==> src/rtl/periph_off_pkg.sv <==
// constants and carrier types of the peripheral disable unit
// assumes an 8-bit peripheral side and a 32-bit register bus
package periph_off_pkg;

  // ==========================================================
  // sizes
  localparam int NUM_REGS = 5;
  localparam int NUM_MODS = 40;

  // ==========================================================
  // register byte offsets
  localparam logic [31:0] OFF_SYSCLK_MISC = 32'h0000_0000;
  localparam logic [31:0] OFF_TIMERS      = 32'h0000_0004;
  localparam logic [31:0] OFF_ANALOG      = 32'h0000_0008;
  localparam logic [31:0] OFF_WAVEFORM    = 32'h0000_000c;
  localparam logic [31:0] OFF_SERIAL      = 32'h0000_0010;

  // ==========================================================
  // reset value and implemented bits of each register
  localparam logic [7:0] REG_RESET      = 8'h00; // [RULE_01]
  localparam logic [7:0] MASK_SYSCLK    = 8'hc7; // [RULE_10]
  localparam logic [7:0] MASK_TIMERS    = 8'hff; // [RULE_14]
  localparam logic [7:0] MASK_ANALOG    = 8'h66; // [RULE_15]
  localparam logic [7:0] MASK_WAVEFORM  = 8'hff; // [RULE_16]
  localparam logic [7:0] MASK_SERIAL    = 8'h26; // [RULE_17]
  localparam logic [39:0] IMPL_MASK = {MASK_SERIAL, MASK_WAVEFORM,
    MASK_ANALOG, MASK_TIMERS, MASK_SYSCLK};

  // ==========================================================
  // positions in the flat disable vector (register * 8 + bit)
  localparam int PERIPH_SYSCLK_NET_OFF_POS = 7;  // [RULE_09]
  localparam int VOLTAGE_REF_OFF_POS       = 6;
  localparam int NONVOLATILE_MEM_OFF_POS   = 2;  // [RULE_11]
  localparam int CLOCK_REF_OUT_OFF_POS     = 1;
  localparam int PIN_CHANGE_IRQ_OFF_POS    = 0;  // [RULE_13]
  localparam int TIMER_ZERO_OFF_POS        = 8;
  localparam int NUM_OSC_OFF_POS           = 15;
  localparam int DAC_UNIT_OFF_POS          = 22;
  localparam int ADC_UNIT_OFF_POS          = 21;
  localparam int ASYNC_SERIAL_OFF_POS      = 37;

  // modules fed from the peripheral system clock network
  localparam logic [39:0] SYSCLK_USERS = 40'h26_ff_66_ff_47;

  // ==========================================================
  // timing
  localparam int CLK_PERIOD_NS  = 100;
  localparam int INSTR_CYCLE_NS = 400;
  // longest wake time, rounded down, never below one cycle
  localparam logic [2:0] WAKE_CYCLES =
    3'((INSTR_CYCLE_NS / CLK_PERIOD_NS < 1) ? 1 :
       INSTR_CYCLE_NS / CLK_PERIOD_NS);

  // ==========================================================
  // bus answers
  localparam logic [1:0] RESP_OKAY   = 2'h0;
  localparam logic [1:0] RESP_SLVERR = 2'h2;

  // ==========================================================
  // carrier types
  typedef struct packed {
    logic       en;
    logic [2:0] idx;
    logic [7:0] data;
  } reg_wr_t;

  typedef struct packed {
    logic ee_rd;
    logic ee_wr;
    logic ctl_wr;
  } nvm_req_t;

  typedef struct packed {
    logic [39:0] clk_en;
    logic [39:0] rst_hold;
    logic [39:0] analog_off;
    logic [39:0] active;
  } gate_bus_t;

endpackage

==> src/rtl/module_gate.sv <==
// clock, reset and analog gating of one peripheral module
// assumes the disable level comes straight from a register bit
`timescale 1ns/1ns
`default_nettype none
module module_gate (
  // clock and reset
  input  wire logic mclk,
  input  wire logic rst_b,
  // control
  input  wire logic off,
  input  wire logic sys_off,
  // to the peripheral
  output logic      clk_en,
  output logic      rst_hold,
  output logic      analog_off,
  output logic      active
);

  typedef struct packed {
    logic       ce;
    logic       rh;
    logic       ao;
    logic       ac;
    logic [2:0] cnt;
  } gate_st_t;

  gate_st_t st_q;
  gate_st_t st_d;

  // ==========================================================
  // next state
  always_comb begin
    st_d    = st_q;
    st_d.ce = !off && !sys_off; // [RULE_02]
    st_d.rh = off; // [RULE_03]
    st_d.ao = off; // [RULE_05]
    if (off) begin
      st_d.cnt = periph_off_pkg::WAKE_CYCLES;
      st_d.ac  = 1'b0;
    end else begin
      // reset released at once, active only after the wake time
      if (st_q.cnt != 3'h0) begin
        st_d.cnt = st_q.cnt - 3'h1; // [RULE_06]
      end
      st_d.ac = (st_q.cnt <= 3'h1); // [RULE_07]
    end
  end

  always_ff @(posedge mclk or negedge rst_b) begin
    if (!rst_b) begin
      st_q <= '{ce: 1'b1, rh: 1'b0, ao: 1'b0, ac: 1'b1,
                cnt: 3'h0}; // [RULE_01]
    end else begin
      st_q <= st_d; // [RULE_19]
    end
  end

  assign clk_en     = st_q.ce;
  assign rst_hold   = st_q.rh;
  assign analog_off = st_q.ao;
  assign active     = st_q.ac;

endmodule
`default_nettype wire

==> src/rtl/access_filter.sv <==
// blocks cpu register and memory access to disabled modules
// assumes a single shared peripheral register bus from the cpu
`timescale 1ns/1ns
`default_nettype none
module access_filter (
  // clock and reset
  input  wire logic                     mclk,
  input  wire logic                     rst_b,
  // disable state
  input  wire logic [39:0]              off_vec,
  // cpu register side
  input  wire logic [5:0]               sfr_sel,
  input  wire logic                     sfr_wr,
  input  wire logic [7:0]               sfr_rdata_in,
  output logic                          periph_sfr_wr,
  output logic [7:0]                    sfr_rdata,
  // data memory side
  input  wire periph_off_pkg::nvm_req_t nvm_req,
  output periph_off_pkg::nvm_req_t      nvm_grant,
  input  wire logic [7:0]               ee_rdata_in,
  output logic [7:0]                    ee_rdata
);

  typedef struct packed {
    logic [7:0] special_function_register;
    logic [7:0] ee;
  } filt_st_t;

  filt_st_t st_q;
  filt_st_t st_d;
  logic     sel_off;
  logic     nvm_off;

  // selects beyond the module range are never blocked
  assign sel_off = (sfr_sel < 6'h28) && off_vec[sfr_sel];
  assign nvm_off = off_vec[periph_off_pkg::NONVOLATILE_MEM_OFF_POS];

  // ==========================================================
  // gating
  always_comb begin
    st_d.special_function_register = sel_off ? 8'h00 : sfr_rdata_in; // [RULE_04]
    st_d.ee  = nvm_off ? 8'h00 : ee_rdata_in; // [RULE_11]
  end

  assign periph_sfr_wr = sfr_wr && !sel_off; // [RULE_04]
  assign nvm_grant = nvm_off ? '0 : nvm_req; // [RULE_11]

  always_ff @(posedge mclk or negedge rst_b) begin
    if (!rst_b) begin
      st_q <= '0;
    end else begin
      st_q <= st_d;
    end
  end

  assign sfr_rdata = st_q.special_function_register;
  assign ee_rdata  = st_q.ee;

endmodule
`default_nettype wire

==> src/rtl/peripheral_module_disable.sv <==
// peripheral disable unit: axi4-lite registers and module gating
// assumes all ports synchronous to mclk, one write and one read
// outstanding at most on the register bus
//
// Implementation choices: the placing of the registers and the AXI4-Lite slave port.
`timescale 1ns/1ns
`default_nettype none

// What this block does
// [RULE_01] any reset clears every disable bit, all modules run afterwards
// [RULE_02] a disabled module gets no clock or control inputs
// [RULE_03] a disabled module is held in reset while its bit is set
// [RULE_04] writes to a disabled module are dropped, its reads give zero
// [RULE_05] a disabled module has its analog outputs forced off
// [RULE_06] clearing the bit restarts the module from its reset state
// [RULE_07] a re-enabled module may need one instruction cycle to wake
// [RULE_08] software leaves a re-enabled module alone for one instruction
// [RULE_09] bit 7 of register one gates the peripheral system clock net
// [RULE_10] register one: bit 6 voltage ref, bit 1 clock ref out
// [RULE_11] memory disable blocks eeprom access and control writes
// [RULE_12] software waits up to 1 us before using re-enabled memory
// [RULE_13] register one bit 0 disables pin-change logic on all ports
// [RULE_14] register two: oscillator on bit 7, timers six to zero below
// [RULE_15] register three: dac, adc and both comparators
// [RULE_16] register four: waveform generators, pwms, capture units
// [RULE_17] register five: async serial and two sync serial ports
// [RULE_18] unimplemented bits read zero and ignore writes
// [RULE_19] a disable change acts on the clock edge after the write
module peripheral_module_disable (
  // clock and reset
  input  wire logic                     mclk,
  input  wire logic                     rst_b,
  // axi4-lite write address
  input  wire logic [31:0]              awaddr,
  input  wire logic                     awvalid,
  output logic                          awready,
  // axi4-lite write data
  input  wire logic [31:0]              wdata,
  input  wire logic [3:0]               wstrb,
  input  wire logic                     wvalid,
  output logic                          wready,
  // axi4-lite write response
  output logic [1:0]                    bresp,
  output logic                          bvalid,
  input  wire logic                     bready,
  // axi4-lite read address
  input  wire logic [31:0]              araddr,
  input  wire logic                     arvalid,
  output logic                          arready,
  // axi4-lite read data
  output logic [31:0]                   rdata,
  output logic [1:0]                    rresp,
  output logic                          rvalid,
  input  wire logic                     rready,
  // cpu peripheral register bus
  input  wire logic [5:0]               sfr_sel,
  input  wire logic                     sfr_wr,
  input  wire logic [7:0]               sfr_rdata_in,
  output logic                          periph_sfr_wr,
  output logic [7:0]                    sfr_rdata,
  // data memory access
  input  wire periph_off_pkg::nvm_req_t nvm_req,
  output periph_off_pkg::nvm_req_t      nvm_grant,
  input  wire logic [7:0]               ee_rdata_in,
  output logic [7:0]                    ee_rdata,
  // to the gated modules
  output periph_off_pkg::gate_bus_t     gate_o,
  output logic                          sysclk_net_en,
  output logic                          pin_change_irq_off
);

  typedef struct packed {
    logic                 aw_full;
    logic [31:0]          aw_addr;
    logic                 w_full;
    logic [7:0]           w_data;
    logic                 w_lane;
    logic                 bvalid;
    logic [1:0]           bresp;
    logic                 rvalid;
    logic [7:0]           rdata;
    logic [1:0]           rresp;
    logic [4:0][7:0]      regs;
    logic                 sys_en;
    logic                 ioc_off;
  } top_st_t;

  top_st_t                 st_q;
  top_st_t                 st_d;
  periph_off_pkg::reg_wr_t wr;
  logic [39:0]             off_vec;
  logic                    aw_hit;
  logic                    ar_hit;
  logic [39:0]             ce;
  logic [39:0]             rh;
  logic [39:0]             ao;
  logic [39:0]             ac;

  // ==========================================================
  // address decode
  function automatic logic reg_hit(input logic [31:0] a);
    reg_hit = (a[31:2] < 30'(periph_off_pkg::NUM_REGS)) &&
              (a[1:0] == 2'h0);
  endfunction

  assign aw_hit  = reg_hit(st_q.aw_addr);
  assign ar_hit  = reg_hit(araddr);
  assign off_vec = st_q.regs;

  // address and data held apart until both have arrived
  assign awready = !st_q.aw_full && !st_q.bvalid;
  assign wready  = !st_q.w_full && !st_q.bvalid;
  assign arready = !st_q.rvalid;

  // ==========================================================
  // next state
  always_comb begin
    st_d = st_q;
    wr   = '0;
    if (awvalid && awready) begin
      st_d.aw_full = 1'b1;
      st_d.aw_addr = awaddr;
    end
    if (wvalid && wready) begin
      st_d.w_full = 1'b1;
      st_d.w_data = wdata[7:0];
      st_d.w_lane = wstrb[0];
    end
    if (st_q.aw_full && st_q.w_full) begin
      st_d.aw_full = 1'b0;
      st_d.w_full  = 1'b0;
      st_d.bvalid  = 1'b1;
      st_d.bresp   = aw_hit ? periph_off_pkg::RESP_OKAY :
                              periph_off_pkg::RESP_SLVERR;
      wr.en   = aw_hit && st_q.w_lane;
      wr.idx  = st_q.aw_addr[4:2];
      wr.data = st_q.w_data;
    end
    if (st_q.bvalid && bready) begin
      st_d.bvalid = 1'b0;
    end
    if (arvalid && arready) begin
      st_d.rvalid = 1'b1;
      st_d.rresp  = ar_hit ? periph_off_pkg::RESP_OKAY :
                             periph_off_pkg::RESP_SLVERR;
      st_d.rdata  = ar_hit ? st_q.regs[araddr[4:2]] : 8'h00;
    end
    if (st_q.rvalid && rready) begin
      st_d.rvalid = 1'b0;
    end
    // masked store keeps unimplemented bits at zero
    if (wr.en) begin
      st_d.regs[wr.idx] = wr.data &
        periph_off_pkg::IMPL_MASK[{wr.idx, 3'h0} +: 8]; // [RULE_18]
    end
    st_d.sys_en  =
      !off_vec[periph_off_pkg::PERIPH_SYSCLK_NET_OFF_POS]; // [RULE_09]
    st_d.ioc_off =
      off_vec[periph_off_pkg::PIN_CHANGE_IRQ_OFF_POS]; // [RULE_13]
  end

  always_ff @(posedge mclk or negedge rst_b) begin
    if (!rst_b) begin
      st_q         <= '0;
      st_q.regs    <= {5{periph_off_pkg::REG_RESET}}; // [RULE_01]
      st_q.sys_en  <= 1'b1;
    end else begin
      st_q <= st_d; // [RULE_19]
    end
  end

  assign bvalid             = st_q.bvalid;
  assign bresp              = st_q.bresp;
  assign rvalid             = st_q.rvalid;
  assign rresp              = st_q.rresp;
  assign rdata              = {24'h0, st_q.rdata};
  assign sysclk_net_en      = st_q.sys_en;
  assign pin_change_irq_off = st_q.ioc_off;

  // ==========================================================
  // per-module gating
  for (genvar i = 0; i < periph_off_pkg::NUM_MODS; i++) begin : g_mod
    if (periph_off_pkg::IMPL_MASK[i] &&
        i != periph_off_pkg::PERIPH_SYSCLK_NET_OFF_POS) begin : g_on
      module_gate u_gate (
        .mclk       (mclk),
        .rst_b      (rst_b),
        .off        (off_vec[i]),
        .sys_off    (periph_off_pkg::SYSCLK_USERS[i] &&
          off_vec[periph_off_pkg::PERIPH_SYSCLK_NET_OFF_POS]),
        .clk_en     (ce[i]),
        .rst_hold   (rh[i]),
        .analog_off (ao[i]),
        .active     (ac[i])
      );
    end else begin : g_none
      // no module behind this position
      assign ce[i] = 1'b1;
      assign rh[i] = 1'b0;
      assign ao[i] = 1'b0;
      assign ac[i] = 1'b1;
    end
  end

  assign gate_o = '{clk_en: ce, rst_hold: rh, analog_off: ao,
                    active: ac};

  // ==========================================================
  // cpu access filtering
  access_filter u_filter (
    .mclk          (mclk),
    .rst_b         (rst_b),
    .off_vec       (off_vec),
    .sfr_sel       (sfr_sel),
    .sfr_wr        (sfr_wr),
    .sfr_rdata_in  (sfr_rdata_in),
    .periph_sfr_wr (periph_sfr_wr),
    .sfr_rdata     (sfr_rdata),
    .nvm_req       (nvm_req),
    .nvm_grant     (nvm_grant),
    .ee_rdata_in   (ee_rdata_in),
    .ee_rdata      (ee_rdata)
  );

  logic sel_off_c;
  assign sel_off_c = (sfr_sel < 6'h28) && off_vec[sfr_sel];
  // bit 7 feeds the clock network and has no gate of its own
  localparam logic [39:0] GATED = 40'hff_ff_ff_ff_7f;
endmodule
`default_nettype wire

==> config.mk <==
export PLATFORM = sky130hd
export DESIGN_NAME = peripheral_module_disable
export DESIGN_NICKNAME = d
export VERILOG_FILES = /design/src/rtl/periph_off_pkg.sv /design/src/rtl/module_gate.sv /design/src/rtl/access_filter.sv /design/src/rtl/peripheral_module_disable.sv
export SDC_FILE = /design/constraint.sdc
export NUM_CORES = 1
export LEC_CHECK = 0
export BUFFER_PORTS_ARGS = -buffer_cell sky130_fd_sc_hd__buf_4
export CAP_MARGIN = 20
export CORE_ASPECT_RATIO = 0.5
export CORE_MARGIN = 8
export CORE_UTILIZATION = 55
export CTS_CLUSTER_DIAMETER = 200
export CTS_CLUSTER_SIZE = 8
export DETAILED_ROUTE_END_ITERATION = 8
export GPL_TIMING_DRIVEN = 0
export PLACE_DENSITY = 0.89
export REMOVE_ABC_BUFFERS = 1
export SKIP_LAST_GASP = 1
export SLEW_MARGIN = 20
export SYNTH_ARGS = -nofsm -noshare
export SYNTH_HDL_FRONTEND = slang
export SYNTH_HIERARCHICAL = 1
export SYNTH_SLANG_ARGS = --single-unit
==> constraint.sdc <==
create_clock -name mclk -period 3.1 [get_ports mclk]
set_input_delay 0.465 -clock mclk [delete_from_list [all_inputs] [get_ports mclk]]
set_output_delay 0.465 -clock mclk [all_outputs]
set_load 0.02 [all_outputs]
==> impl.org, run 1 <==
** Final layout
- Fillcell total :: 1716
- The final layout contains 1583 nets.
- The area growth from synthesis to layout is 20.7%.
- Total inserted antenna cells :: 0
- Cells with a size suffix above 1 make up 37.5% of the layout.
- Cell area after layout :: 0.0168 mm^2

** CTS
- The clock passes through at most 3 buffers.
- Cells resized by post-CTS repair :: 0
- CTS Root Cell :: sky130_fd_sc_hd__clkbuf_16
- TritonCTS built the clock tree.
- Number of levels the H-tree was split into :: 2
- In this run, CTS created clock tree buffers numbering 40.
- Insertion delay of the later-clocked pin in the worst-skew pair :: 0.51 ns
- The clock drives 275 sinks.
- After clock tree synthesis, the setup repair step added 0 buffers.
- Clock-pin slew was measured on the worst setup and hold paths at 0.05 ns.
- The number of hold buffers added after CTS was 1.

** Synth
- In this run the biggest area consumer among cell types represents 39.6% of the synthesized area.
- Register area share after synthesis :: 50.0%
- Ranked by total cell area, the synthesized netlist is headed by sky130_fd_sc_hd__dfrtp_1 (40%), sky130_fd_sc_hd__dfstp_2 (10%), sky130_fd_sc_hd__ha_1 (7.3%).
- Synthesis produced a netlist whose cell count is 1126.
- For this run, the number of Yosys warnings is 6.
- Counting distinct cell types in the post-synthesis netlist gives 53.
- Syn_area_per_cell :: 12.4 um^2
- For this run, the leading register cell type out of synthesis is sky130_fd_sc_hd__dfrtp_1.
- sky130_fd_sc_hd__dfrtp_1 takes more of the synthesized area than any other cell.
- Synthesis-stage register bit count :: 275
- The synthesized design contains 0 enable-type register cells.
- The mapped netlist covers 0.0139 mm^2.
- FFs w/ async S/R, synth :: 100%

** GRT
- The number of global-route vias before repair was 10100.
- The first global-routing pass estimated 53000 um of wire.
- Largest net degree at the start of global routing :: 102
- After global routing the overflow that remains totals 0.
- Global routing used 21.2% of the available tracks.
- Initial antenna violation count :: 0

** Status
- Run status :: complete, no violations

** Die
- In this run the core area contains 41 standard-cell rows.
- Once the floorplan was initialized, standard cells occupied 55.6% of the core.
- # IOs :: 356
- Measured along the x axis, the die boundary spans 241 um.
- The floorplan step defined a die boundary enclosing 0.0310 mm^2.
- Core Region :: 0.0250 mm^2
- Floorplan die height :: 128 um

** Route
- After detailed routing, the total wire length is 33600 um.
- In the routed design, unresolved DRC markers number 0.
- Vias :: 9261
- DRT iter0 DRCs :: 570
- 1st-pass router iterations :: 5
- Post-route antenna net violation count :: 0
- In the routed layout, each cell is associated on average with a via count of 5.32.
- In the final routed layout, each cell accounts on average for 19.3 um.

** STA
- Across the routed clock network, the largest skew measured is 0.0143 ns.
- Relative slew slack :: 39.0%
- Setup repair after global routing left no endpoint under its margin.
- Period utilisation layout :: 93.7%
- Count of final setup violators :: 0
- Top achievable clock speed :: 0.344 GHz
- The number of endpoints with negative hold slack in the final report came to 0.
- For the finished layout, the period the worst path requires is 2.91 ns.
- The number of pins with negative max-slew slack in the final report is 0.
- Worst Tran Pin Value :: 0.909 ns
- Setup WS post-layout :: 0.195 ns

** Power
- Internal power :: 6.93 mW
- The clock network accounts for 42.4% of the total power.
- Sequential cells account for 45.1% of the total power.
- Switching part of the total power :: 26.1%
- For this design the total switching power over the nets is 2.45 mW.
- Across the VDD grid, the largest voltage drop is 0.451 mV.
- Summed over all cells, the static leakage comes to 8.13 nW.
- Total chip power :: 9.38 mW
- In this run the power density over the cells is 558 mW/mm^2.
- The share of total power dissipated in combinational logic is 12.4%.

** Flow run
- Across the run, the number of max-cap violations was 0.

** Placed design
- Half-perimeter wire length after detailed placement :: 23900 um
- Once placement finished, the instance area stood at 0.0156 mm^2.
- Post-Place Setup Slack :: 0.661 ns
- Number of port buffers :: 250
- Final RePlAce weighted congestion :: 0.865

** Setup path
- Required time of the worst setup path :: 2.63 ns
- In this run the worst path has a maximum fanout of 10.
- Endpoint kind of the worst setup timing path :: primary output
- Worst endpoint data arrival time :: 2.44 ns
- Worst setup path category :: reg -> out
- STA classifies the critical path startpoint as a register.

** Min path
- Worst min-delay path category :: in -> reg
[final timing paths]
check,from,endpoint,slack (ns),depth (start not counted)
max,off_vec[26],periph_sfr_wr,0.19,6
min,rready,rvalid,0.14,2
max reg2reg,st_q[68],off_vec[29],0.64,4
min reg2reg,g_mod[34].g_on.u_gate/st_q[2],g_mod[34].g_on.u_gate/active,0.46,1
max in group asynchronous,rst_b,g_mod[33].g_on.u_gate/active,1.61,3
min in group asynchronous,rst_b,st_q[85],0.55,2
[per-stage QoR]
stage / setup TNS (ns) / hold WS (ns) / utilization (%) / instances
after global placement: -116.46 / 0.444 / 62.2 / 1668
after global routing: 0 / 0.132 / 67.1 / 1741
final: 0 / 0.137 / 67.1 / 1741
after floorplan: 0 / 0.169 / - / 1074
after detailed placement: 0 / 0.452 / 62.5 / 1670
after CTS: 0 / 0.118 / 67.1 / 1741
[flip-flops by register name, indices dropped and copies added (netlist names)]
| register | count |
|---|---|
| rdata | 8 |
| rresp | 1 |
| u_filter/sfr_rdata | 8 |
| pin_change_irq_off | 1 |
| g_mod.g_on.u_gate/st_q | 81 |
| bvalid | 1 |
| st_q | 43 |
| g_mod.g_on.u_gate/analog_off | 27 |
| off_vec | 40 |
| sysclk_net_en | 1 |
| rvalid | 1 |
| u_filter/ee_rdata | 8 |
| g_mod.g_on.u_gate/clk_en | 27 |
| bresp | 1 |
| g_mod.g_on.u_gate/active | 27 |
[routing by layer]
| layer | GRT usage (%) | share of wire, % | vias to the layer above |
|---|---|---|---|
| met3 | 3.76 | 5.1 | 89 |
| met5 | 0 | 0 | - |
| met1 | 24.4 | 38 | 4699 |
| met2 | 39.0 | 54 | 320 |
| met4 | 8.40 | 3.3 | 0 |
| li1 | - | - | 4153 |
[logic make-up (layout without fill, tap and decap cells)]
family          count (synthesis)  after routing  synth area share [%]
simple gates                  334            334                  15.8
flops                         275            275                  50.0
buf+inv                       194            389                  8.45
mux                           132            132                  11.9
compound gates                108            108                  6.55
fa+ha+maj                      81             81                  7.28
other cells                     2             78                0.0540
[cells in the final DEF, fill, tap and decap left out, types with 3 or more instances in the layout]
| cell | instances |
|---|---|
| sky130_fd_sc_hd__a2111oi_0 | 3 |
| sky130_fd_sc_hd__a211o_1 | 27 |
| sky130_fd_sc_hd__a211oi_1 | 27 |
| sky130_fd_sc_hd__a22oi_1 | 5 |
| sky130_fd_sc_hd__and2_1 | 3 |
| sky130_fd_sc_hd__buf_4 | 249 |
| sky130_fd_sc_hd__clkbuf_1 | 28 |
| sky130_fd_sc_hd__clkbuf_16 | 41 |
| sky130_fd_sc_hd__conb_1 | 78 |
| sky130_fd_sc_hd__dfrtp_1 | 219 |
| sky130_fd_sc_hd__dfstp_2 | 55 |
| sky130_fd_sc_hd__ha_1 | 81 |
| sky130_fd_sc_hd__inv_1 | 66 |
| sky130_fd_sc_hd__mux2_2 | 58 |
| sky130_fd_sc_hd__mux2_4 | 33 |
| sky130_fd_sc_hd__mux2i_1 | 33 |
| sky130_fd_sc_hd__mux4_2 | 8 |
| sky130_fd_sc_hd__nand2_1 | 16 |
| sky130_fd_sc_hd__nand2b_4 | 27 |
| sky130_fd_sc_hd__nand3_1 | 13 |
| sky130_fd_sc_hd__nand4_1 | 3 |
| sky130_fd_sc_hd__nor2_1 | 98 |
| sky130_fd_sc_hd__nor2b_1 | 80 |
| sky130_fd_sc_hd__nor3_1 | 30 |
| sky130_fd_sc_hd__nor3b_1 | 27 |
| sky130_fd_sc_hd__nor4_1 | 6 |
| sky130_fd_sc_hd__nor4_4 | 10 |
| sky130_fd_sc_hd__o21ai_0 | 11 |
| sky130_fd_sc_hd__o21ba_2 | 27 |
[power by group through the flow]
| stage | Clock (mW) | Combinational, mW | Sequential (mW) |
|---|---|---|---|
| after global routing | 4.22 | 1.25 | 4.26 |
| final | 3.98 | 1.17 | 4.23 |
| after CTS | 4.06 | 1.17 | 4.23 |
| after floorplan | 0 | 0.712 | 4.23 |
| after detailed placement | 0 | 1.15 | 4.27 |
| after global placement | 0 | 1.09 | 4.23 |
[critical path: stages (launching register included)]
cell                        delay [ns]
sky130_fd_sc_hd__dfrtp_1          0.59
sky130_fd_sc_hd__mux2i_1          0.15
sky130_fd_sc_hd__a2111oi_0        0.56
sky130_fd_sc_hd__nand3_1          0.19
sky130_fd_sc_hd__nand3_2          0.21
sky130_fd_sc_hd__nor2_1           0.07
sky130_fd_sc_hd__buf_4            0.16
[synth_stat cells, types with 2 or more instances]
| library cell | count |
|---|---|
| sky130_fd_sc_hd__buf_4 | 117 |
| sky130_fd_sc_hd__mux2i_1 | 33 |
| sky130_fd_sc_hd__dfrtp_1 | 220 |
| sky130_fd_sc_hd__and2_1 | 4 |
| sky130_fd_sc_hd__a22oi_1 | 5 |
| sky130_fd_sc_hd__dfstp_2 | 55 |
| sky130_fd_sc_hd__nor2b_1 | 80 |
| sky130_fd_sc_hd__o21ai_0 | 11 |
| sky130_fd_sc_hd__nand2b_4 | 27 |
| sky130_fd_sc_hd__mux2_4 | 33 |
| sky130_fd_sc_hd__ha_1 | 81 |
| sky130_fd_sc_hd__mux2_2 | 58 |
| sky130_fd_sc_hd__and4_1 | 2 |
| sky130_fd_sc_hd__a2111oi_0 | 3 |
| sky130_fd_sc_hd__a211o_1 | 27 |
| sky130_fd_sc_hd__nand4b_1 | 2 |
| sky130_fd_sc_hd__nor4_4 | 10 |
| sky130_fd_sc_hd__a211oi_1 | 27 |
| sky130_fd_sc_hd__nand3_1 | 13 |
| sky130_fd_sc_hd__clkbuf_1 | 9 |
| sky130_fd_sc_hd__nor3b_1 | 27 |
| sky130_fd_sc_hd__nand3_2 | 2 |
| sky130_fd_sc_hd__o21ba_2 | 27 |
| sky130_fd_sc_hd__nand2b_1 | 2 |
| sky130_fd_sc_hd__or4_1 | 2 |
| sky130_fd_sc_hd__nor2_1 | 98 |
| sky130_fd_sc_hd__nor4_1 | 6 |
| sky130_fd_sc_hd__nor3_1 | 30 |
| sky130_fd_sc_hd__conb_1 | 2 |
| sky130_fd_sc_hd__nand2_1 | 16 |
| sky130_fd_sc_hd__mux4_2 | 8 |
| sky130_fd_sc_hd__inv_1 | 66 |
| sky130_fd_sc_hd__nand4_1 | 3 |
[area by class of cell]
class	instances	area [um^2]	area share [%]
flip-flops and latches	275	6950	41.4
multi-input cells	733	6070	36.2
repair buffers	253	1950	11.6
clock buffers	69	1130	6.74
well taps	344	430	2.56
inverters	66	248	1.48
clock inverters	1	7.51	0.0447
Power figures use the tool's default switching activity.
==> run 2, diff against run 1 <==
- HOLD_SLACK_MARGIN: default -> 0.02
- MAX_ROUTING_LAYER: default -> met4
==> run 2 against run 1 <==
Net effect:
- non-clock buffer count is the same
- clock power is essentially flat
- sequential power is essentially flat
- global-route usage grew 0.67 points
- worst setup slack lost 0.030 ns
- clock skew shrank 0.0014 ns
- via count grew 0.28%
- register-to-register slack is essentially flat
- fmax shrank 1.0%
==> impl.org, run 2 (synthesis gave the netlist of run 1 again) <==
** STA
- Setup WS post-layout :: 0.165 ns (was 0.195 ns)
- The final setup skew is 0.0128 ns (was 0.0143 ns).
- The final setup violation count came to 0 (unchanged).
- Total count of hold-check failures in the final report :: 0 (unchanged)
- The minimum clock period came to 2.94 ns (was 2.91 ns).
- Worst Tran Pin Value :: 0.906 ns (was 0.909 ns)
- The period utilization was 94.7% (was 93.7%).
- Relative slew slack :: 39.2% (was 39.0%)
- Unrepaired setup endpoints after global routing: no (unchanged).
- Top achievable clock speed :: 0.341 GHz (was 0.344 GHz)
- The number of pins with negative max-slew slack in the final report was 0 (unchanged).

** Final layout
- Highest-count cells in the layout ignoring fill and taps: sky130_fd_sc_hd__buf_4 (249), sky130_fd_sc_hd__dfrtp_1 (219), sky130_fd_sc_hd__nor2_1 (98), sky130_fd_sc_hd__ha_1 (81), sky130_fd_sc_hd__nor2b_1 (80) (unchanged).
- Most frequent standard cell in the layout excluding fill and tap cells :: sky130_fd_sc_hd__buf_4 (unchanged)
- Largest reg by FF count :: g_mod.g_on.u_gate/st_q (unchanged)
- The final net count came to 1583 (unchanged).
- Fraction of final layout cells sized beyond drive strength 1 :: 37.5% (unchanged)
- The number of antenna diodes was 0 (unchanged).
- The flip-flop count of the largest register after layout was 81 (unchanged).
- The area added between synthesis and finish came to 20.7% (unchanged).
- Filler-free cell count of the finished design :: 1741 (unchanged)
- Fraction of the core area covered by cells at the end of the flow :: 67.1% (unchanged)

** Die
- Floorplan die height :: 128 um (unchanged)
- Number of cell rows :: 41 (unchanged)
- # IOs :: 356 (unchanged)
- Initial core utilization :: 55.6% (unchanged)
- The area of the die is 0.0310 mm^2 (unchanged).
- Die outline width :: 241 um (unchanged)
- Core Region :: 0.0250 mm^2 (unchanged)

** Setup path
- The critical path data required time came to 2.63 ns (about the same).
- Critical path peak fanout :: 10 (unchanged)
- Critical path startpoint category :: register (unchanged)
- The kind of end point of the critical path was a primary output (unchanged).
- The endpoint arrival time on the critical path came to 2.47 ns (was 2.44 ns).
- The type of the worst setup path is reg -> out (unchanged).

** Route
- DRT iter0 DRCs :: 572 (was 570)
- The count of unresolved DRC violations after routing is 0 (unchanged).
- 1st-pass router iterations :: 5 (unchanged)
- Final routed wire length divided by cell count :: 19.3 um (about the same)
- Vias :: 9287 (was 9261)
- The average vias per placed instance is 5.33 (was 5.32).
- The number of nets still failing antenna checks after routing was 0 (unchanged).
- The post-detailed-routing wire length was 33600 um (about the same).

** Placed design
- The count of buffers inserted at the top-level ports came to 250 (unchanged).
- Half-perimeter wire length after detailed placement :: 23900 um (unchanged)
- The worst setup slack after placement came to 0.661 ns (unchanged).
- Post-Place Cells :: 1670 (unchanged)
- The final weighted congestion of routability-driven global placement is 0.879 (was 0.865).

** GRT
- The initial antenna violation count came to 0 (unchanged).
- Overall overflow remaining after global route :: 0 (unchanged)
- Largest net degree at the start of global routing :: 102 (unchanged)
- Via count of the first global-routing pass :: 10100 (about the same)
- Wire length of the first global-routing pass :: 53100 um (was 53000 um)
- GRT Resource Usage Total :: 21.9% (was 21.2%)

** Power
- The share of total power in sequential cells came to 45.1% (about the same).
- Net switching power of the design :: 2.45 mW (about the same)
- The switching portion of total power came to 26.1% (about the same).
- Power density over cell area :: 558 mW/mm^2 (about the same)
- The part of the total power dissipated in the clock network was 42.4% (about the same).
- Maximum vdd drop :: 0.451 mV (about the same)
- Internal power :: 6.93 mW (about the same)
- Leakage power of the design :: 8.13 nW (unchanged)
- Combinational fraction of design power :: 12.4% (about the same)

** CTS
- The post-CTS setup-driven buffer insertion count was 0 (unchanged).
- Number of levels the H-tree was split into :: 2 (unchanged)
- The CTS buffer count was 40 (unchanged).
- Maximum buffer depth of the clock tree :: 3 (unchanged)
- The clock net sink count came to 275 (unchanged).
- The clock tree root driver cell was sky130_fd_sc_hd__clkbuf_16 (unchanged).
- Insertion delay of the later-clocked pin in the worst-skew pair :: 0.51 ns (about the same)
- CTS tree :: yes (unchanged)
- Clock slew seen by the registers of the worst setup and hold paths :: 0.06 ns (was 0.05 ns)

** Min path
- Worst min-delay path category :: in -> reg (unchanged)

** Status
- Run status: complete, no violations (unchanged).

** Flow run
- Reported max-cap violation count :: 0 (unchanged)
-- run 2: cell counts in the layout (fill, tap and decap cells not counted) --
Identical to the previous run, type by type.
-- run 2: power by group through the flow --
stage,clock network (mW),registers (mW),logic (mW)
2_1_floorplan,0,4.23,0.712
3_3_place_gp,0,4.23,1.09
3_5_place_dp,0,4.27,1.15
4_1_cts,4.06,4.23,1.17
5_1_grt,4.23,4.26,1.25
6_report,3.98,4.23,1.17
-- run 2: metal layers --
metal	up-vias	share of wire, %	GRT usage (%)
met4	0	3.3	8.40
met1	4753	38	24.5
li1	4152	-	-
met2	292	54	39.1
met5	-	0	-
met3	90	5.2	3.74
-- run 2: through the flow --
step           hold WS (ns)  power [mW]  cell area (um^2)  TNS [ns]
6_report              0.135        9.37             16800         0
5_1_grt               0.132        9.73             16800         0
4_1_cts               0.118        9.45             16800         0
3_5_place_dp          0.452        5.42             15600         0
3_3_place_gp          0.444        5.32             15600   -116.46
2_1_floorplan         0.169        4.94             13300         0
-- run 2: final timing paths --
kind | from | cells after the start | slack [ns] | to
setup / recovery | off_vec[26] | 6 | 0.16 | periph_sfr_wr
hold / removal | rready | 2 | 0.14 | rvalid
setup reg to reg | st_q[68] | 4 | 0.64 | off_vec[29]
hold reg to reg | g_mod[34].g_on.u_gate/st_q[2] | 1 | 0.46 | g_mod[34].g_on.u_gate/active
max in group asynchronous | rst_b | 3 | 1.61 | g_mod[15].g_on.u_gate/active
min in group asynchronous | rst_b | 2 | 0.54 | st_q[85]
-- run 2: what timing repair did --
item,4_1_cts,5_1_grt
hold buffers,1,0
hold endpoints to repair,70,0
resized for setup,0,0
-- run 2: worst max-delay path, cell delays in order, from the launching register on --
cell and delay (ns):
sky130_fd_sc_hd__dfrtp_1 0.59, sky130_fd_sc_hd__mux2i_1 0.15, sky130_fd_sc_hd__a2111oi_0 0.56, sky130_fd_sc_hd__nand3_1 0.21, sky130_fd_sc_hd__nand3_2 0.22, sky130_fd_sc_hd__nor2_1 0.08, sky130_fd_sc_hd__buf_4 0.16
-- run 2: final cells by class --
cell class	instances	area, um^2
inverter	66	248
timing repair buffer	253	1950
clock inverter	1	7.51
sequential	275	6950
multi-input combinational	733	6070
tap	344	430
fill	1716	8240
clock buffer	69	1130
==> run 3, diff against run 2 <==
- CORE_MARGIN: 8 -> 5
==> run 3 against run 2 <==
Net effect:
- global-route usage is 1.4 points higher
- combinational power hardly changed
- worst hold slack improved by 0.027 ns
- fmax shrank 2.9%
- sequential power hardly changed
- wire length shrank 1.4%
==> impl.org, run 3 (synthesis gave the netlist of run 1 again) <==
** STA
- The final setup skew came to 0.00993 ns (was 0.0128 ns).
- Period utilisation layout :: 97.5% (was 94.7%)
- The final critical-path setup slack is 0.0780 ns (was 0.165 ns).
- Top achievable clock speed :: 0.331 GHz (was 0.341 GHz)
- Min Tclk post-route :: 3.02 ns (was 2.94 ns)
- Max-slew violation count :: 0 (unchanged)
- Unrepaired setup endpoints after global routing :: no (unchanged)
- The worst hold-check slack is 0.162 ns (was 0.135 ns).
- The slew at the pin with the worst max-slew slack was 0.914 ns (was 0.906 ns).
- Count of final setup violators :: 0 (unchanged)
- Total count of hold-check failures in the final report :: 0 (unchanged)
- Relative slew slack :: 38.6% (was 39.2%)

** Route
- The number of search-and-repair iterations in the first detailed-routing pass came to 7 (was 5).
- The count of unresolved DRC violations after routing was 0 (unchanged).
- Post-route antenna net violation count :: 0 (unchanged)
- The post-detailed-routing wire length came to 33100 um (was 33600 um).
- Final routed wire length divided by cell count :: 19.0 um (was 19.3 um)
- The average vias per placed instance came to 5.33 (about the same).
- Vias :: 9278 (was 9287)
- DRT iter0 DRCs :: 689 (was 572)

** Placed design
- Number of port buffers :: 250 (unchanged)
- The worst setup slack after placement was 0.592 ns (was 0.661 ns).
- The detailed placement HPWL is 23400 um (was 23900 um).
- Final RePlAce weighted congestion :: 0.913 (was 0.879)

** CTS
- Clk sink count :: 275 (unchanged)
- CTS tree :: yes (unchanged)
- The post-cts resize count is 0 (unchanged).
- CTS Root Cell :: sky130_fd_sc_hd__clkbuf_16 (unchanged)
- The CTS buffer count is 40 (unchanged).
- The clock input transition at the sequential cells of the worst setup and hold paths came to 0.05 ns (was 0.06 ns).
- Maximum buffer depth of the clock tree :: 3 (unchanged)
- Number of levels the H-tree was split into :: 2 (unchanged)
- Insertion delay of the later-clocked pin in the worst-skew pair :: 0.51 ns (about the same)

** Final layout
- The flip-flop count of the largest register after layout came to 81 (unchanged).
- The area added between synthesis and finish is 20.7% (about the same).
- The most common cell after layout, fill and taps aside is sky130_fd_sc_hd__buf_4 (unchanged).
- Highest-count cells in the layout ignoring fill and taps :: sky130_fd_sc_hd__buf_4 (249), sky130_fd_sc_hd__dfrtp_1 (219), sky130_fd_sc_hd__nor2_1 (98), sky130_fd_sc_hd__ha_1 (81), sky130_fd_sc_hd__nor2b_1 (80) (unchanged)
- Final layout net count :: 1583 (unchanged)
- Largest reg by FF count :: g_mod.g_on.u_gate/st_q (unchanged)
- Fraction of final layout cells sized beyond drive strength 1 :: 37.5% (about the same)
- Total inserted antenna cells :: 0 (unchanged)

** GRT
- Initial antenna violation count :: 0 (unchanged)
- GRT Resource Usage Total :: 23.2% (was 21.9%)
- Overall overflow remaining after global route :: 0 (unchanged)
- The pin count of the biggest net entering global routing was 98 (was 102).
- Wire length of the first global-routing pass :: 52600 um (was 53100 um)
- The number of global-route vias before repair was 10100 (about the same).

** Power
- Reg power frac :: 45.0% (was 45.1%)
- The maximum vdd ir drop came to 0.352 mV (was 0.451 mV).
- The part of the total power dissipated in the clock network came to 42.5% (was 42.4%).
- Power density over cell area :: 558 mW/mm^2 (about the same)
- Leakage power of the design :: 8.14 nW (was 8.13 nW)
- Internal power :: 6.93 mW (about the same)
- The switching portion of total power is 26.1% (about the same).
- The total power after layout is 9.38 mW (was 9.37 mW).
- Net switching power of the design :: 2.44 mW (was 2.45 mW)
- The power share of the combinational group came to 12.4% (about the same).

** Die
- Initial core utilization :: 55.6% (unchanged)
- The y dimension of the die is 122 um (was 128 um).
- Number of cell rows :: 41 (unchanged)
- Core Region :: 0.0250 mm^2 (unchanged)
- # IOs :: 356 (unchanged)
- The area of the die came to 0.0288 mm^2 (was 0.0310 mm^2).
- The horizontal extent of the die was 235 um (was 241 um).

** Min path
- Worst min-delay path category :: in -> reg (unchanged)

** Setup path
- The type of the worst setup path was reg -> out (unchanged).
- The slack of the worst reg-to-reg path was 0.56 ns (was 0.64 ns).
- Highest-delay cell along the critical path :: sky130_fd_sc_hd__a2111oi_0 (was sky130_fd_sc_hd__dfrtp_1)
- The sum of buffers and inverters on the critical path came to 1 (unchanged).
- Worst endpoint data arrival time :: 2.56 ns (was 2.47 ns)
- Maximum cell stage delay along the critical path :: 0.65 ns (was 0.59 ns)
- The element type at the critical path start is a register (unchanged).
- Family of cells with the greatest summed delay on the critical path :: compound AO/OA/AOI/OAI gates (was flip-flops)
- Ordered list of cells on the worst path: mux2i_1 -> a2111oi_0 -> nand3_1 -> nand3_2 -> nor2_1 -> buf_4 (unchanged).
- The critical path data required time is 2.63 ns (about the same).
- Endpoint kind of the worst setup timing path :: primary output (unchanged)
- The maximum fanout count along the critical path came to 10 (unchanged).

** Status
- Run status: complete, no violations (unchanged).

** Flow run
- The count of maximum capacitance violations came to 0 (unchanged).
==> run 3: worst reg2reg max path, cell delays in order (launching register included) <==
cell and delay, ns:
sky130_fd_sc_hd__dfrtp_1 0.45, sky130_fd_sc_hd__o21ai_1 0.46, sky130_fd_sc_hd__nand3_4 0.28, sky130_fd_sc_hd__nor4_4 0.86, sky130_fd_sc_hd__mux2_4 0.36
==> run 3: through the flow <==
step | TNS [ns] | utilization (%) | cells | area, um^2
floorplan | 0 | - | 1074 | 13300
global placement | -115.74 | 62.2 | 1668 | 15600
detailed placement | 0 | 62.5 | 1670 | 15600
CTS | 0 | 67.1 | 1742 | 16800
global route | 0 | 67.1 | 1742 | 16800
finish | 0 | 67.1 | 1742 | 16800
==> run 3: area by class of cell <==
type	instances	area, um^2
clock buffer	70	1130
clock inverter	1	7.51
fill	1716	8240
inverter	66	248
multi-input combinational	733	6070
sequential	275	6950
tap	344	430
timing repair buffer	253	1950
==> run 3: power by group through the flow <==
stage / clock, mW / combinational, mW / sequential [mW]
3_3_place_gp: 0 / 1.09 / 4.23
6_report: 3.99 / 1.16 / 4.22
2_1_floorplan: 0 / 0.712 / 4.23
5_1_grt: 4.25 / 1.26 / 4.26
4_1_cts: 4.06 / 1.17 / 4.22
3_5_place_dp: 0 / 1.16 / 4.27
==> run 3: routing by layer <==
| metal | vias up | part of all wire (%) | GRT usage [%] |
|---|---|---|---|
| li1 | 4165 | - | - |
| met1 | 4709 | 39 | 26.8 |
| met2 | 318 | 53 | 41.2 |
| met3 | 86 | 4.6 | 4.31 |
| met4 | 0 | 3.1 | 8.78 |
| met5 | - | 0 | - |
==> run 3: what timing repair did <==
action	CTS	global route
hold buffers	1	0
hold endpoints to repair	70	0
buffers inserted	0	0
endpoints found under the setup margin	0	0
==> run 3: path summary, 6_finish.rpt <==
path	from	to	cells after the start
setup / recovery	off_vec[21]	periph_sfr_wr	6
hold / removal	bready	bvalid	2
setup reg to reg	st_q[69]	off_vec[27]	4
hold reg to reg	g_mod[22].g_on.u_gate/st_q[2]	g_mod[22].g_on.u_gate/active	1
max in group asynchronous	rst_b	g_mod[1].g_on.u_gate/clk_en	4
min in group asynchronous	rst_b	st_q[97]	2
